$ cat config.mk
export PLATFORM = sky130hd
export DESIGN_NAME = xbt_trigger
export DESIGN_NICKNAME = d
export VERILOG_FILES = /design/src/xbt_pkg.sv /design/src/xbt_trigger.sv /design/src/xbt_match_unit.sv
export SDC_FILE = /design/constraint.sdc
export NUM_CORES = 1
export LEC_CHECK = 0
export ABC_AREA = 1
export BUFFER_PORTS_ARGS = -buffer_cell sky130_fd_sc_hd__buf_2
export CORE_UTILIZATION = 35
export DETAILED_ROUTE_END_ITERATION = 6
export SLEW_MARGIN = 10
export SYNTH_ARGS = -nofsm -noshare
export SYNTH_HDL_FRONTEND = slang
export SYNTH_SLANG_ARGS = --single-unit
$ cat constraint.sdc
create_clock -name clk_sys -period 6 [get_ports clk_sys]
set_input_delay 1.2 -clock clk_sys [delete_from_list [all_inputs] [get_ports clk_sys]]
set_output_delay 1.2 -clock clk_sys [all_outputs]
set_load 0.02 [all_outputs]
$ cat src/xbt_pkg.sv
// constants and types for the extended breakpoint trigger block
package xbt_pkg;

	// debug control register numbers
	localparam logic [7:0] REG_EXT_TRIGGER_DEF = 8'h17;
	localparam logic [7:0] REG_SECOND_ADDR_HIGH = 8'h1a;
	localparam logic [7:0] REG_SECOND_ADDR_LOW = 8'h1b;
	localparam logic [7:0] REG_SECOND_ADDR_ATTR = 8'h1c;
	localparam logic [7:0] REG_SECOND_DATA_VALUE = 8'h1d;
	localparam logic [7:0] REG_SECOND_DATA_MASK = 8'h1e;

	// trigger definition half-word layout (same in both halves)
	localparam int LVL_HALF_W = 16;
	localparam int LVL_SECOND_BASE = 16;
	localparam int LVL_FIRST_BASE = 0;
	localparam int FLD_GLOBAL_ENABLE = 13;
	localparam int FLD_DATA_ENABLE_LSB = 6;
	localparam int FLD_DATA_ENABLE_W = 7;
	localparam int FLD_DATA_INVERT = 5;
	localparam int FLD_ADDR_OUTSIDE = 4;
	localparam int FLD_ADDR_INSIDE = 3;
	localparam int FLD_ADDR_LOW = 2;
	localparam int FLD_PC_ENABLE = 1;
	localparam int FLD_PC_INVERT = 0;

	// data lane index inside the data enable field
	localparam int LANE_BYTE3 = 0;
	localparam int LANE_BYTE2 = 1;
	localparam int LANE_BYTE1 = 2;
	localparam int LANE_BYTE0 = 3;
	localparam int LANE_HIGH_HALF = 4;
	localparam int LANE_LOW_HALF = 5;
	localparam int LANE_FULL_LONG = 6;

	// writable bits of the extended trigger register; reserved bits read zero
	localparam logic [31:0] EXT_TRIGGER_WRITE_MASK = 32'h3ffc_3ffc;

	// attribute register layout: low byte value, next byte don't-care mask
	localparam int ATTR_W = 8;
	localparam int ATTR_MASK_LSB = 8;

	// reset values
	localparam logic [31:0] EXT_TRIGGER_RESET = 32'h0000_0000;
	localparam logic [31:0] SECOND_REG_RESET = 32'h0000_0000;

	// two-level trigger sequencer states
	typedef enum logic [1:0] {
		SEQ_WAIT_FIRST  = 2'b01,
		SEQ_WAIT_SECOND = 2'b10
	} xbt_seq_t;

endpackage

$ cat src/xbt_trigger.sv
// extended breakpoint trigger: second comparator set and trigger sequencer
`timescale 1ns/1ns
module xbt_trigger (
	// clock and reset
	input  wire logic        clk_sys,
	input  wire logic        resetn,
	// debug register write by supervisor instruction
	input  wire logic        instr_wr,
	input  wire logic [7:0]  instr_reg_num,
	input  wire logic [31:0] instr_wdata,
	// debug register write by background debug port command
	input  wire logic        port_wr,
	input  wire logic [7:0]  port_reg_num,
	input  wire logic [31:0] port_wdata,
	// primary trigger register contents and its write strobe
	input  wire logic [31:0] primary_trigger_definition,
	input  wire logic        primary_wr,
	// primary comparators: pc set and first address terms per level
	input  wire logic        pc_cmp_masked,
	input  wire logic [2:0]  pc_cmp_extra,
	input  wire logic [1:0]  first_addr_term,
	// processor local bus
	input  wire logic        bus_valid,
	input  wire logic [31:0] bus_addr,
	input  wire logic [7:0]  bus_attr,
	input  wire logic [31:0] bus_data,
	// results
	output logic [31:0]      extended_trigger_definition,
	output logic             status_clear,
	output logic             trigger_hit,
	output logic             second_level_armed
);

	logic        rst_meta;
	logic        rst_n;
	logic [31:0] second_addr_high;
	logic [31:0] second_addr_low;
	logic [31:0] second_addr_attributes;
	logic [31:0] second_data_value;
	logic [31:0] second_data_mask;
	logic [31:0] next_ext_def;
	logic [31:0] next_addr_high;
	logic [31:0] next_addr_low;
	logic [31:0] next_addr_attr;
	logic [31:0] next_data_value;
	logic [31:0] next_data_mask;
	logic        wr_any;
	logic [7:0]  wr_num;
	logic [31:0] wr_data;
	logic        ext_written;
	logic        next_status_clear;
	xbt_pkg::xbt_seq_t seq_state;
	xbt_pkg::xbt_seq_t next_seq_state;
	logic        next_trigger_hit;
	logic        pc_term;
	logic [1:0]  level_on;
	logic [1:0]  level_term;
	logic [1:0]  sec_addr_en;
	logic [1:0]  sec_addr_hit;
	logic [1:0]  sec_data_en;
	logic [1:0]  sec_data_hit;
	logic [15:0] ext_half [2];
	logic [15:0] prim_half [2];

	// reset release through two flops
	always_ff @(posedge clk_sys or negedge resetn) begin
		if (!resetn) begin
			rst_meta <= 1'b0;
			rst_n <= 1'b0;
		end else begin
			rst_meta <= 1'b1;
			rst_n <= rst_meta;
		end
	end

	// register write decode; port command wins a same-cycle collision
	always_comb begin
		wr_any = instr_wr | port_wr;
		wr_num = port_wr ? port_reg_num : instr_reg_num;
		wr_data = port_wr ? port_wdata : instr_wdata;
		ext_written = wr_any && (wr_num == xbt_pkg::REG_EXT_TRIGGER_DEF);
		next_ext_def = extended_trigger_definition;
		next_addr_high = second_addr_high;
		next_addr_low = second_addr_low;
		next_addr_attr = second_addr_attributes;
		next_data_value = second_data_value;
		next_data_mask = second_data_mask;
		next_status_clear = ext_written;
		if (ext_written) begin
			next_ext_def = wr_data & xbt_pkg::EXT_TRIGGER_WRITE_MASK;
		end
		if (wr_any && wr_num == xbt_pkg::REG_SECOND_ADDR_HIGH) begin
			next_addr_high = wr_data;
		end
		if (wr_any && wr_num == xbt_pkg::REG_SECOND_ADDR_LOW) begin
			next_addr_low = wr_data;
		end
		if (wr_any && wr_num == xbt_pkg::REG_SECOND_ADDR_ATTR) begin
			next_addr_attr = wr_data;
		end
		if (wr_any && wr_num == xbt_pkg::REG_SECOND_DATA_VALUE) begin
			next_data_value = wr_data;
		end
		if (wr_any && wr_num == xbt_pkg::REG_SECOND_DATA_MASK) begin
			next_data_mask = wr_data;
		end
	end

	// register storage
	always_ff @(posedge clk_sys or negedge rst_n) begin
		if (!rst_n) begin
			extended_trigger_definition <= xbt_pkg::EXT_TRIGGER_RESET;
			second_addr_high <= xbt_pkg::SECOND_REG_RESET;
			second_addr_low <= xbt_pkg::SECOND_REG_RESET;
			second_addr_attributes <= xbt_pkg::SECOND_REG_RESET;
			second_data_value <= xbt_pkg::SECOND_REG_RESET;
			second_data_mask <= xbt_pkg::SECOND_REG_RESET;
			status_clear <= 1'b0;
		end else begin
			extended_trigger_definition <= next_ext_def;
			second_addr_high <= next_addr_high;
			second_addr_low <= next_addr_low;
			second_addr_attributes <= next_addr_attr;
			second_data_value <= next_data_value;
			second_data_mask <= next_data_mask;
			status_clear <= next_status_clear;
		end
	end

	// split both trigger registers into first and second level halves
	always_comb begin
		ext_half[0] = extended_trigger_definition[xbt_pkg::LVL_FIRST_BASE
			+: xbt_pkg::LVL_HALF_W];
		ext_half[1] = extended_trigger_definition[xbt_pkg::LVL_SECOND_BASE +: xbt_pkg::LVL_HALF_W];
		prim_half[0] = primary_trigger_definition[xbt_pkg::LVL_FIRST_BASE +: xbt_pkg::LVL_HALF_W];
		prim_half[1] = primary_trigger_definition[xbt_pkg::LVL_SECOND_BASE +: xbt_pkg::LVL_HALF_W];
		pc_term = pc_cmp_masked | (|pc_cmp_extra);
	end

	// per level: second comparator set plus combination with primary terms
	genvar lv;
	generate
		for (lv = 0; lv < 2; lv++) begin : g_level
			xbt_match_unit u_match (
				.level_def    (ext_half[lv]),
				.addr_high    (second_addr_high),
				.addr_low     (second_addr_low),
				.addr_attr    (second_addr_attributes),
				.data_value   (second_data_value),
				.data_mask    (second_data_mask),
				.bus_valid    (bus_valid),
				.bus_addr     (bus_addr),
				.bus_attr     (bus_attr),
				.bus_data     (bus_data),
				.addr_enabled (sec_addr_en[lv]),
				.addr_hit     (sec_addr_hit[lv]),
				.data_enabled (sec_data_en[lv]),
				.data_hit     (sec_data_hit[lv])
			);
			always_comb begin
				level_on[lv] = prim_half[lv][xbt_pkg::FLD_GLOBAL_ENABLE]
					| ext_half[lv][xbt_pkg::FLD_GLOBAL_ENABLE];
				level_term[lv] = (prim_half[lv][xbt_pkg::FLD_PC_ENABLE]
						& (pc_term ^ prim_half[lv][xbt_pkg::FLD_PC_INVERT]))
					| first_addr_term[lv]
					| (sec_addr_en[lv] & sec_addr_hit[lv]
						& (~sec_data_en[lv] | sec_data_hit[lv]));
			end
		end
	endgenerate

	// trigger sequencer: one level, or first then second level
	always_comb begin
		next_seq_state = seq_state;
		next_trigger_hit = 1'b0;
		if (ext_written || (wr_any && primary_wr) || primary_wr) begin
			next_seq_state = xbt_pkg::SEQ_WAIT_FIRST;
		end else begin
			unique case (seq_state)
				xbt_pkg::SEQ_WAIT_FIRST: begin
					if (level_on == 2'b11) begin
						if (level_term[0]) begin
							next_seq_state = xbt_pkg::SEQ_WAIT_SECOND;
						end
					end else if (level_on == 2'b01) begin
						next_trigger_hit = level_term[0];
					end else if (level_on == 2'b10) begin
						next_trigger_hit = level_term[1];
					end
				end
				xbt_pkg::SEQ_WAIT_SECOND: begin
					if (level_on != 2'b11) begin
						next_seq_state = xbt_pkg::SEQ_WAIT_FIRST;
					end else if (level_term[1]) begin
						next_trigger_hit = 1'b1;
						next_seq_state = xbt_pkg::SEQ_WAIT_FIRST;
					end
				end
				default: begin
					next_seq_state = xbt_pkg::SEQ_WAIT_FIRST;
				end
			endcase
		end
	end

	// sequencer and trigger output flops
	always_ff @(posedge clk_sys or negedge rst_n) begin
		if (!rst_n) begin
			seq_state <= xbt_pkg::SEQ_WAIT_FIRST;
			trigger_hit <= 1'b0;
			second_level_armed <= 1'b0;
		end else begin
			seq_state <= next_seq_state;
			trigger_hit <= next_trigger_hit;
			second_level_armed <= (next_seq_state == xbt_pkg::SEQ_WAIT_SECOND);
		end
	end

endmodule

$ cat src/xbt_match_unit.sv
// second comparator set evaluated against one trigger level's half-word
`timescale 1ns/1ns
module xbt_match_unit (
	// level controls
	input  wire logic [15:0] level_def,
	// second comparator registers
	input  wire logic [31:0] addr_high,
	input  wire logic [31:0] addr_low,
	input  wire logic [31:0] addr_attr,
	input  wire logic [31:0] data_value,
	input  wire logic [31:0] data_mask,
	// local bus
	input  wire logic        bus_valid,
	input  wire logic [31:0] bus_addr,
	input  wire logic [7:0]  bus_attr,
	input  wire logic [31:0] bus_data,
	// results
	output logic             addr_enabled,
	output logic             addr_hit,
	output logic             data_enabled,
	output logic             data_hit
);

	logic [31:0] bit_equal;
	logic [6:0]  lane_equal;
	logic [6:0]  lane_result;
	logic [6:0]  lane_enable;
	logic        attr_ok;
	logic        in_range;
	logic        low_equal;
	logic        mode_out;
	logic        mode_in;
	logic        mode_low;

	// address comparison with attribute qualification
	always_comb begin
		mode_out = level_def[xbt_pkg::FLD_ADDR_OUTSIDE];
		mode_in = level_def[xbt_pkg::FLD_ADDR_INSIDE];
		mode_low = level_def[xbt_pkg::FLD_ADDR_LOW];
		attr_ok = ((bus_attr ^ addr_attr[xbt_pkg::ATTR_W-1:0])
			& ~addr_attr[xbt_pkg::ATTR_MASK_LSB +: xbt_pkg::ATTR_W]) == 8'h00;
		in_range = (bus_addr >= addr_low) && (bus_addr <= addr_high);
		low_equal = (bus_addr == addr_low);
		addr_enabled = mode_out | mode_in | mode_low;
		addr_hit = bus_valid & attr_ok & ((mode_out & ~in_range)
			| (mode_in & in_range) | (mode_low & low_equal));
	end

	// data comparison per lane; mask bit set means don't care
	always_comb begin
		bit_equal = ~((bus_data ^ data_value) & ~data_mask);
		lane_equal[xbt_pkg::LANE_FULL_LONG] = &bit_equal;
		lane_equal[xbt_pkg::LANE_LOW_HALF] = &bit_equal[15:0];
		lane_equal[xbt_pkg::LANE_HIGH_HALF] = &bit_equal[31:16];
		lane_equal[xbt_pkg::LANE_BYTE0] = &bit_equal[7:0];
		lane_equal[xbt_pkg::LANE_BYTE1] = &bit_equal[15:8];
		lane_equal[xbt_pkg::LANE_BYTE2] = &bit_equal[23:16];
		lane_equal[xbt_pkg::LANE_BYTE3] = &bit_equal[31:24];
		lane_enable = level_def[xbt_pkg::FLD_DATA_ENABLE_LSB +: xbt_pkg::FLD_DATA_ENABLE_W];
		lane_result = lane_equal ^ {7{level_def[xbt_pkg::FLD_DATA_INVERT]}};
		data_enabled = |lane_enable;
		data_hit = bus_valid & |(lane_enable & lane_result);
	end

endmodule

Yosys cells after proc, flatten, opt, wreduce, memory -nomap -nowiden
Cells that the tools add are included.
- register bits after elaboration: 175
- eq/ne operators: 14
- mux-type cells: 15
- reductions and logical operators: 23
- order comparisons: 2
- bitwise operators: 51
- operators with widths (kind ; number):
    32-bit inverter ; 2
    8-bit by 5-bit equality test with 1-bit output, second input constant ; 6
    32-bit AND ; 1
    32-bit equality test ; 1
    32-bit greater-or-equal comparator ; 1
    32-bit <= comparator ; 1
    32-bit two-way mux ; 1
    16-bit AND reduction ; 2
    32-bit AND reduction ; 1
    8-bit AND reduction ; 4
    32-bit XOR ; 1
    7-bit OR reduction ; 4
    1-bit bitwise OR ; 18
    1-bit AND ; 17
    7-bit AND ; 2
    7-bit XOR ; 2
    2-bit two-way mux ; 5
    8-bit AND ; 1
    2-bit equality test, second input constant ; 4
    1-bit logical AND ; 8
    8-bit zero test ; 1
    8-bit two-way mux ; 1
    8-bit inverter ; 1
    8-bit XOR ; 1
    other kinds (9) ; 19

Longest topological paths before layout
Gate-level depths: netlist of the first run.
- depth in word-level cells: 16
- depth in mapped cells: 27

Hierarchy
From an unflattened synthesis of the first run, not the netlist that was laid out.
- cells, all modules: 1847
- area total of the unflattened synthesis: 13068.8 um^2
- modules (own cells, without submodules) (module ; cells an instance ; area an instance (um^2) ; times used):
    xbt_trigger ; 835 ; 7681.1 ; 1
    xbt_match_unit ; 506 ; 2693.8 ; 2

Least setup slack after synthesis of the first run
No wires, ideal clock.
- path type: input -> register
- start point: input bus_addr[15]
- end point: register second_level_armed
- arrival: 2.834 ns
- path slack: 3.053 ns
- buffers on the path: 0
- cell stages on the path: 22
- path through: ha_1 nand2_1 nor2_1 nand2_1 nor3_1 nand2_1 nand3_1 nand2_1 nand2_1 nand2_1 nand2_1 nand3_1 nand2_1 inv_1 nand2_1 nand2_1 nand2_1 nand2_1 nand2_1 nand2_1 nand2_1 inv_1
- cells in the longest elaborated chain, start to end: 15
- elaborated cells on any way between the ends: 30
- ends and longest elaborated chain (what ; RTL line ; source):
    from (decl) ; xbt_trigger.sv:24 ; input wire logic [31:0] bus_addr,
    32-bit greater-or-equal comparator or 32-bit <= comparator (tied branches) ; xbt_match_unit.sv:42 ; in_range = (bus_addr >= addr_low) && (bus_addr <= addr_high);
    1-bit logical AND ; xbt_match_unit.sv:42 ;
    1-bit inverter ; xbt_match_unit.sv:45 ; addr_hit = bus_valid & attr_ok & ((mode_out & ~in_range)
    1-bit AND ; xbt_match_unit.sv:45 ;
    1-bit bitwise OR (2 in a row) ; xbt_match_unit.sv:46 ; | (mode_in & in_range) | (mode_low & low_equal));
    1-bit AND ; xbt_match_unit.sv:45 ;
    1-bit AND ; xbt_trigger.sv:166 ; | (sec_addr_en[lv] & sec_addr_hit[lv]
    1-bit AND ; xbt_trigger.sv:167 ; & (~sec_data_en[lv] | sec_data_hit[lv]));
    1-bit bitwise OR ; xbt_trigger.sv:166 ;
    2-bit two-way mux, on equally long branches ; xbt_trigger.sv:194, xbt_trigger.sv:182 ;
    2-bit two-way mux, on equally long branches ; xbt_trigger.sv:192, xbt_trigger.sv:181 ;
    2-bit case mux with 2 select lines * ; xbt_trigger.sv:179 ; unique case (seq_state)
    2-bit two-way mux * ; xbt_trigger.sv:176 ; if (ext_written || (wr_any && primary_wr) || primary_wr) begin
    2-bit equality test * ; xbt_trigger.sv:215 ; second_level_armed <= (next_seq_state == xbt_pkg::SEQ_WAIT_SECOND);
    to (signal assigned) ; xbt_trigger.sv:215 ;
    to (decl) ; xbt_trigger.sv:31 ; output logic second_level_armed
Mark *: on every way between the ends. The rest lies on a longest branch, timed or not.
A chain may end at the register's enable or synchronous reset.

Worst setup path after layout of the first run
- start point: input port_wr
- end point: register second_addr_attributes[6]
- cells in the longest elaborated chain, start to end: 3
- elaborated cells on any way between the ends: 5
- ends and longest elaborated chain (what ; RTL line ; source):
    from (decl) ; xbt_trigger.sv:12 ; input wire logic port_wr,
    8-bit two-way mux ; xbt_trigger.sv:79 ; wr_num = port_wr ? port_reg_num : instr_reg_num;
    8-bit by 5-bit equality test with 1-bit output ; xbt_trigger.sv:98 ; if (wr_any && wr_num == xbt_pkg::REG_SECOND_ADDR_ATTR) begin
    1-bit logical AND ; xbt_trigger.sv:98 ;
    to (signal assigned) ; xbt_trigger.sv:115 ; second_addr_attributes <= xbt_pkg::SECOND_REG_RESET;
    to (signal assigned) ; xbt_trigger.sv:123 ; second_addr_attributes <= next_addr_attr;
    to (decl) ; xbt_trigger.sv:38 ; logic [31:0] second_addr_attributes;
Parallel ways exist; a longest one is shown, timed or not.

==> summary.txt, run 1 <==
Place
  – Port Buf Inserts: roughly 200
  – Final GP Congestion: between 0.8 and 0.9
  – DP HPWL: 21.73 mm
  – Post-place setup slack: ~1400 ps

Logic synthesis
  – YS warnings: 0
  – Synth top cells by count: 460 x nand2_1, 184 x inv_1, 174 x dfrtp_1, 169 x o21ai_0, 96 x nor2_1
  – Post-synthesis adder-cell area fraction: 0.08327
  – Post-synth EDFFs: 0
  – Synth top area share: 0.4391
  – Mean Syn Cell Area: between 7 and 8 um^2
  – Largest family of logic cells by synthesized area: simple AND/OR/NAND/NOR gates
  – Leading post-synthesis cells by cell area: dfrtp_1 44%, nand2_1 17%, o21ai_0 8.5%
  – Complex-gate fraction of the synthesized area: 0.1238
  – Mapped Cells: around 1300
  – Xor and xnor area share after synthesis: 0.002650
  – Post-synth top area cell: dfrtp_1
  – Library cells used by synthesis: 33
  – Most common flop cell mapped by yosys: dfrtp_1
  – Cell Area, Synth: between 9000 and 10000 um^2
  – Most frequent cell after synthesis: nand2_1
  – Ys async rst share: 1.000
  – Synth Area in Simple Gates: 0.2549
  – Proportion of synthesized area in mux cells: 0
  – Post-synthesis register bit count: 175
  – Seq/Total Area, Yosys: 0.4417

Die
  – Initial core utilization: 0.3560
  – Row Count: about 60
  – Core ar.: 27860 um^2
  – Die width: between 150 and 200 um
  – Die area: 29010 um^2
  – I/O pin count: 231
  – Chip Height: 170.3 um

Worst hold path
  – Min-delay worst type: flop to flop

Drt
  – Detail Route Antenna Nets: 0
  – Via/cell ratio: around 4.6
  – Iter 0 DRT Violations: ~600
  – Drt drc: 0
  – Drt first pass iters: 5
  – Wire per inst: 14.55 um
  – Vias: between 8000 and 9000
  – DRT Wirelength: roughly 28 mm

Critical path
  – CP delay by family, top: simple AND/OR/NAND/NOR gates
  – Slowest stage delay, CP: 800 ps
  – Critical Path Sink Type: flop
  – CP Cell Sequence: buf_2, inv_2, or2_2, o21ai_0, inv_1, nor3_1, nand3_1, nand2_1, o21ai_0
  – Worst path required time: between 6000 and 7000 ps
  – Crit Path Class: input pin to flop
  – Slowest stage cell, crit path: nand3_1
  – CP arrival: 4320 ps
  – Most frequent CP cell: o21ai_0
  – CP Buf/Inv Count: 3
  – Worst Setup Start Kind: input pin
  – Crit Path Max Fanout: 39

CTS
  – Clock Latency Late Sink: approximately 430 ps
  – Clock transition at the registers of the reported paths: 70 ps
  – CTS tree: built
  – CTS Buffer Depth: 2
  – Clk sinks: 175
  – H-tree levels: 4
  – Post-cts resize count: 0
  – CTS hold repair buffers: 0
  – Cts bufs inserted: 17
  – Root Driver: clkbuf_16
  – Post-CTS setup buffers: 0

STA
  – Setup TNS: 0 ps
  – Max-slew violations: 0
  – Worst clock skew: around 10 ps
  – RSZ-0062 raised after global routing: no
  – Final setup viols: 0
  – Fin crit share: 0.6765
  – Fmax: between 200 and 250 MHz
  – Worst slew pin tran: 1117 ps
  – Fin crit period: ~4100 ps
  – Final worst setup slack: between 1500 and 2000 ps
  – Hold Vio Cnt, Final: 0
  – Worst slew margin: 0.2535
  – WHS: 354.5 ps

Power and ir drop
  – Sw frac: 0.3091
  – Power share of the combinational group: 0.205
  – Power Internal: ~0.0022 W
  – Pwr/cell area: approximately 270 nW/um^2
  – Clock Power Share: 0.354
  – Lkg Pwr: approximately 6.3 nW
  – Worst IR Drop VDD: a little under 0.2 mV
  – Sw power: 0.0009792 W
  – Sequential power share: 0.441
  – Total Power: 0.003168 W

Finish
  – Share of cells above drive strength 1: 0.1601
  – Nets: approximately 1800
  – Final core occ: 0.4247
  – Area Growth Syn to Fin: 19.29%
  – Fillers: a little under 3000

GRT
  – Largest net degree at the start of global routing: 65
  – Total gr overflow: 0
  – Initial antenna violation count: 4
  – Vias in the first global route: around 8400
  – First-pass GRT wire length: roughly 44 mm
  – Total track usage: 0.2003

Run status
  – Status: completed

Job
  – Max_cap viols: 0
-- registers in the layout (all words and copies together), names as in the netlist --
register,cells
extended_trigger_definition,24
rst_meta,1
rst_n,1
second_addr_attributes,16
second_addr_high,32
second_addr_low,32
second_data_mask,32
second_data_value,32
second_level_armed,1
seq_state,2
status_clear,1
trigger_hit,1
-- path summary, 6_finish.rpt --
kind	cells past startpoint	to	startpoint	slack (ps)
min reg2reg	0	rst_n	rst_meta	350
max reg2reg	19	second_level_armed	second_addr_low[15]	3360
min	0	rst_n	rst_meta	350
max	9	second_addr_attributes[6]	port_wr	1940
min in group asynchronous	0	extended_trigger_definition[28]	rst_n	400
max in group asynchronous	1	second_data_value[31]	rst_n	4280
-- cell families (layout without fill, tap and decap cells) --
logic type / count (synthesis) / after routing
fa+ha+maj: 66 / 66
other cells: 2 / 12
flops: 175 / 175
simple gates: 634 / 634
compound gates: 235 / 235
buf+inv: 232 / 421
xor+xnor: 3 / 3
-- worst reg2reg max path: cells and delay by family, from the launching register on --
kind | cells | cell delay (ps)
fa+ha+maj | 1 | 280
flops | 1 | 350
buf+inv | 2 | 80
simple gates | 16 | 1830
-- layout make-up --
class                   count  area, um^2  share of cell area
multi-input cells         947        4646              0.3927
flip-flops and latches    175        4384              0.3706
repair buffers            204        1041             0.08800
inverters                 185       694.4             0.05870
well taps                 378       473.0             0.03998
clock buffers              20       446.7             0.03776
clock inverters            12       137.6             0.01163
diodes                      3       7.507           0.0006346
-- power groups by stage --
stage | Combinational, W | Sequential [W] | Clock, W
4_1_cts | 0.000661 | 0.00140 | 0.00115
3_5_place_dp | 0.000656 | 0.00142 | 0
6_report | 0.000651 | 0.00140 | 0.00112
2_1_floorplan | 0.000412 | 0.00143 | 0
3_3_place_gp | 0.000637 | 0.00142 | 0
5_1_grt | 0.000761 | 0.00141 | 0.00119
-- per-layer routing --
metal  vias to the layer above  part of all wire  wire length (um)  GRT usage
met3                        22             0.048              1339    0.04116
met4                         2             0.014               382    0.04779
met1                      4094              0.45             12510     0.2480
met5                         -           0.00046                13          0
li1                       4596                 -                 -          -
met2                       218              0.49             13750     0.3546
-- stage by stage --
stage,cells,area [um^2]
2_1_floorplan,1354,9943
3_3_place_gp,1889,11240
3_5_place_dp,1889,11240
4_1_cts,1921,11820
5_1_grt,1921,11820
6_report,1924,11830
-- layout by cell type, fill, tap and decap left out, drive strengths merged --
cell	netlist	routed
o21bai	2	2
nor2	97	97
xnor2	3	3
buf	24	204
o41ai	1	1
diode	0	3
bufinv	0	2
nor3	11	11
a21o	1	1
conb	2	9
nand4	7	7
a221oi	1	1
nand3	52	52
clkinvlp	0	5
clkbuf	23	20
o21ai	175	175
dfstp	1	1
or2	3	3
clkinv	0	3
ha	66	66
nor4	4	4
dfrtp	174	174
o221a	1	1
inv	185	187
a21oi	51	51
nand2	460	460
o21a	3	3
Power figures use the tool's default switching activity.
==> inputs of run 2 (changes only) <==
==> constraint.sdc (replaced) <==
create_clock -name clk_sys -period 3.25 [get_ports clk_sys]
set_input_delay 0.65 -clock clk_sys [delete_from_list [all_inputs] [get_ports clk_sys]]
set_output_delay 0.65 -clock clk_sys [all_outputs]
set_load 0.02 [all_outputs]
==> run 2 against run 1 <==
- first-iteration DRC count shrank 7.0%
- register-to-register slack lost 2700 ps
- worst hold slack is essentially flat
- routed wire length shrank 0.45%
- combinational power grew 86%
- final area grew 1.1%
- critical path depth grew 11
- clock skew shrank 1.1 ps
- sequential power grew 84%
- critical path type is now flop to flop
==> summary.txt, run 2 (synthesized netlist as in run 1, its figures left out) <==
Finish
  – Fillers: 2872
  – Area Growth Syn to Fin: 20.63%
  – Commonest cells after routing, fill and taps aside: 460 x nand2_1, 196 x buf_2, 184 x inv_1, 173 x dfrtp_1, 169 x o21ai_0
  – Commonest non-fill, non-tap cell in the layout: nand2_1
  – FF+latch area: 4384 um^2
  – Share of cells above drive strength 1: 0.1632
  – Nets: 1799
  – Area of the multi-input gates: roughly 4600 um^2

Critical path
  – Slowest stage cell, crit path: dfrtp_1
  – Worst Setup Start Kind: flop
  – CP Cell Sequence: inv_1, ha_1, nand2_1, nor2_1, nand2_1, nor3_1, nand3_1, nand2_1, nor2_1, nand2_1, nand3_1, nand3_1, nand2_1, inv_1, nand2_1, nand2_1, a21oi_1, nor2_1, nand2_1, inv_1
  – Crit Path Class: flop to flop
  – Slowest stage delay, CP: roughly 350 ps
  – Crit Path Max Fanout: 4
  – CP arrival: approximately 3000 ps
  – Critical Path Sink Type: flop
  – Worst path required time: ~3600 ps
  – Most frequent CP cell: nand2_1

Drt
  – DRT Wirelength: between 20 and 30 mm
  – Drt drc: 0
  – Via/cell ratio: approximately 4.6
  – Wire per inst: 14.44 um
  – Detail Route Antenna Nets: 0
  – Iter 0 DRT Violations: about 560
  – Drt first pass iters: 5
  – Vias: just under 9000

CTS
  – CTS Buffer Depth: 2
  – Clock transition at the registers of the reported paths: ~70 ps
  – Post-cts resize count: 0
  – CTS tree: built
  – H-tree levels: 4
  – Cts bufs inserted: 17
  – Clock Latency Late Sink: between 400 and 500 ps
  – Root Driver: clkbuf_16
  – Clk sinks: approximately 180
  – Post-CTS setup buffers: 0

Power and ir drop
  – Total Power: 0.005951 W
  – Pwr/cell area: slightly below 500 nW/um^2
  – Lkg Pwr: roughly 6.4 nW
  – Worst IR Drop VDD: between 0.3 and 0.4 mV

Job
  – Max_cap viols: 0

Place
  – Port Buf Inserts: between 150 and 200
  – DP HPWL: 21.79 mm
  – Final GP Congestion: 0.8607

Die
  – I/O pin count: 231
  – Core ar.: 27860 um^2
  – Die area: between 20000 and 30000 um^2
  – Initial core utilization: 0.3560
  – Chip Height: 170.3 um
  – Row Count: ~60
  – Die width: ~170 um

STA
  – Fin crit share: 0.7840
  – Fmax: between 300 and 400 MHz
  – Final setup viols: 0
  – RSZ-0062 raised after global routing: no
  – Hold Vio Cnt, Final: 0
  – Worst clock skew: 9.346 ps
  – Setup TNS: 0 ps
  – Worst slew pin tran: a little over 800 ps
  – Worst slew margin: 0.4551
  – Max-slew violations: 0
  – Fin crit period: 2548 ps

GRT
  – Total gr overflow: 0
  – Largest net degree at the start of global routing: between 60 and 70
  – Total track usage: 0.1999
  – Initial antenna violation count: 5
  – Vias in the first global route: about 8300
  – First-pass GRT wire length: about 44 mm

Worst hold path
  – Min-delay worst type: flop to flop

Run status
  – Status: completed
-- run 2: stage by stage --
stage / cells / hold slack (ps) / instance area (um^2) / setup WS (ps) / util
floorplan: 1354 / 331.1 / 9945 / 359.7 / -
global placement: 1895 / 335.1 / 11330 / 371.7 / 0.4068
detailed placement: 1895 / 339.5 / 11330 / 338.4 / 0.4068
CTS: 1928 / 355.4 / 11960 / 704.6 / 0.4292
global route: 1928 / 368.3 / 11960 / 345.1 / 0.4292
finish: 1930 / 354.4 / 11960 / 702.1 / 0.4294
-- run 2: report_power, final --
part	internal, W	switching, W	leakage, nW
Sequential	0.00243	0.000146	2.18
Combinational	0.000458	0.000753	3.90
Clock	0.00126	0.000903	0.295
Total	0.00415	0.00180	6.38
-- run 2: cell type report --
type / count / area share
timing repair buffer: 211 / 0.09581
sequential: 175 / 0.3665
multi-input combinational: 947 / 0.3883
tap: 378 / 0.03954
clock buffer: 21 / 0.03849
clock inverter: 11 / 0.01286
antenna: 2 / 0.0004184
inverter: 185 / 0.05805
-- run 2: worst paths after layout --
kind                                          start                               to  slack [ps]  depth (start not counted)
max in group asynchronous                     rst_n              second_addr_low[25]        1960                          1
worst max register to register  second_addr_low[31]               second_level_armed         700                         20
worst min-delay path                       rst_meta                            rst_n         350                          0
min in group asynchronous                     rst_n  extended_trigger_definition[28]         430                          0
worst min register to register             rst_meta                            rst_n         350                          0
worst max-delay path            second_addr_low[31]               second_level_armed         700                         20
-- run 2: metal layers --
layer | vias to the layer above | global-route usage | wire length [um]
li1 | 4615 | - | -
met1 | 3999 | 0.2491 | 12520
met2 | 202 | 0.3501 | 13640
met3 | 34 | 0.04186 | 1342
met4 | 6 | 0.05053 | 333
met5 | - | 0 | 37
-- run 2: repair_timing --
action | 4_1_cts | 5_1_grt
hold endpoints to repair | 2 | 0
endpoints found under the setup margin | 0 | 0
hold buffers | 1 | 0
-- run 2: critical path, delay by kind of cell, from the launching register on --
| kind | cells | cell delay [ps] |
|---|---|---|
| flip-flops | 1 | 350 |
| AND/OR/NAND/NOR | 15 | 1630 |
| AO/OA/AOI/OAI | 1 | 80 |
| buffers and inverters | 3 | 140 |
| adder cells (fa/ha/maj) | 1 | 290 |
==> inputs of run 3 (changes only) <==
==> constraint.sdc (replaced) <==
create_clock -name clk_sys -period 2.28 [get_ports clk_sys]
set_input_delay 0.456 -clock clk_sys [delete_from_list [all_inputs] [get_ports clk_sys]]
set_output_delay 0.456 -clock clk_sys [all_outputs]
set_load 0.02 [all_outputs]
==> run 3 against run 2 <==
- the run now ends with setup timing left
- first-iteration DRC count shrank 11%
- sequential power grew 43%
- final cell count grew 1.9%
- count of clock-buffer cells in the layout shrank 2
==> summary.txt, run 3 (synthesized netlist as in run 1, its figures left out) <==
Place
  – Placed Cells: just under 2000
  – Final GP Congestion: ~0.84
  – Port Buf Inserts: ~200
  – Post-place setup slack: -410.8 ps
  – DP HPWL: about 22 mm

Critical path
  – Crit Path Max Fanout: 4
  – CP arrival: 2710 ps
  – Worst path required time: roughly 2600 ps
  – Critical Path Sink Type: flop
  – Slowest stage delay, CP: slightly above 400 ps
  – Slowest stage cell, crit path: dfrtp_1
  – Worst Setup Start Kind: flop
  – CP Cell Sequence: inv_2, ha_4, nand2_2, nor2_4, nand2_4, nor3_4, nand2_1, nand3_2, nand2_2, nand2_4, nand2_1, nand2_1, nand3_1, nand2_1, inv_1, nand2_2, nand2_2, nand2_1, nand2_1, nand2_2, nand2_1, nand2_1, inv_1
  – Most frequent CP cell: nand2_1
  – Crit Path Class: flop to flop

STA
  – Setup TNS: -125.6 ps
  – RSZ-0062 raised after global routing: yes
  – Final worst setup slack: -92.74 ps
  – WHS: about 330 ps
  – Hold Vio Cnt, Final: 0
  – Fin crit period: 2373 ps
  – Fin crit share: 1.041
  – Fmax: 421.5 MHz
  – Worst clock skew: 8.833 ps
  – Worst slew margin: 0.6028
  – Worst slew pin tran: between 500 and 600 ps
  – Final setup viols: 2
  – Max-slew violations: 0

Worst hold path
  – Min-delay worst type: input pin to asynchronous set/reset pin

Finish
  – FF+latch area: 4384 um^2
  – Area of the multi-input gates: between 4000 and 5000 um^2
  – Fillers: around 2900
  – Commonest non-fill, non-tap cell in the layout: nand2_1
  – Share of cells above drive strength 1: 0.2232
  – Area Growth Syn to Fin: 26.60%
  – Nets: between 1500 and 2000
  – Non-Filler Instances: roughly 2000
  – Commonest cells after routing, fill and taps aside: 440 x nand2_1, 196 x buf_2, 178 x inv_1, 173 x dfrtp_1, 168 x o21ai_0

Power and ir drop
  – Total Power: 0.008561 W
  – Pwr/cell area: approximately 680 nW/um^2
  – Worst IR Drop VDD: approximately 0.43 mV
  – Lkg Pwr: roughly 6.6 nW

CTS
  – Root Driver: clkbuf_16
  – Clock transition at the registers of the reported paths: 70 ps
  – CTS Buffer Depth: 2
  – Clock Latency Late Sink: 430 ps
  – H-tree levels: 4
  – Cts bufs inserted: 17
  – CTS tree: built
  – Clk sinks: 175

GRT
  – Total track usage: 0.2036
  – Initial antenna violation count: 5
  – Total gr overflow: 0
  – Vias in the first global route: roughly 8500
  – First-pass GRT wire length: roughly 45 mm
  – Largest net degree at the start of global routing: 65

Die
  – Chip Height: 170.3 um
  – Core ar.: 27860 um^2
  – I/O pin count: 231
  – Die area: 29010 um^2
  – Die width: between 150 and 200 um
  – Row Count: 61
  – Initial core utilization: 0.3560

Drt
  – Iter 0 DRT Violations: between 400 and 500
  – Vias: around 9200
  – Wire per inst: 14.69 um
  – Drt first pass iters: 5
  – Via/cell ratio: around 4.7
  – DRT Wirelength: a little under 30 mm
  – Detail Route Antenna Nets: 0
  – Drt drc: 0

Job
  – Max_cap viols: 0

Run status
  – Status: finished with violations
  – Failing checks: setup timing
==> run 3: cell types whose count changed in the layout (fill, tap and decap cells not counted), moves of 10 or more <==
cell	change
buf_4	+32
nand2_1	-20
nand2_2	+16
ha_4	+10
nor2_2	+11
nor2_1	-14
ha_1	-10
==> run 3: power breakdown <==
part	total (W)	internal, W	switching (W)
Sequential	0.00368	0.00347	0.000213
Combinational	0.00198	0.000791	0.00119
Clock	0.00290	0.00156	0.00134
==> run 3: repair_timing <==
item | CTS | global route
endpoints found under the hold margin | 2 | 0
hold buffers | 1 | 0
resized for setup | 17 | 56
setup endpoints to repair | 4 | 4
pin swaps | 12 | 23
setup buffers | 0 | 6
==> run 3: final timing paths <==
kind | cells past startpoint | to | from | slack, ps
setup / recovery | 23 | second_level_armed | second_addr_low[9] | -90
hold / removal | 2 | rst_meta | resetn | 330
setup reg to reg | 23 | second_level_armed | second_addr_low[9] | -90
hold reg to reg | 0 | extended_trigger_definition[22] | rst_n | 340
max in group asynchronous | 1 | seq_state[0] | rst_n | 1230
min in group clk_sys | 4 | trigger_hit | primary_wr | 330
==> run 3: area by class of cell <==
class                      count  share of cell area
antenna                        2           0.0003986
tap                          378             0.03767
timing repair buffer         247              0.1168
clock inverter                13             0.01056
clock buffer                  19             0.03528
multi-input combinational    947              0.3948
sequential                   175              0.3492
inverter                     185             0.05531
==> run 3: metal layers <==
layer / track usage / wire length [um]
met1: 0.2602 / 13020
met2: 0.3537 / 14190
met3: 0.03977 / 1352
met4: 0.04505 / 277
met5: 0 / 41
==> run 3: metrics by stage <==
stage,cell area (um^2),utilization
after floorplan,9947,-
after global placement,11610,0.4167
after detailed placement,11610,0.4167
after CTS,12260,0.4400
after global routing,12550,0.4505
final,12550,0.4507
==> run 3: critical path, delay by kind of cell (launching register included) <==
family        cells  cell delay [ps]
fa+ha+maj         1              270
flops             1              410
buf+inv           3              160
simple gates     19             1410
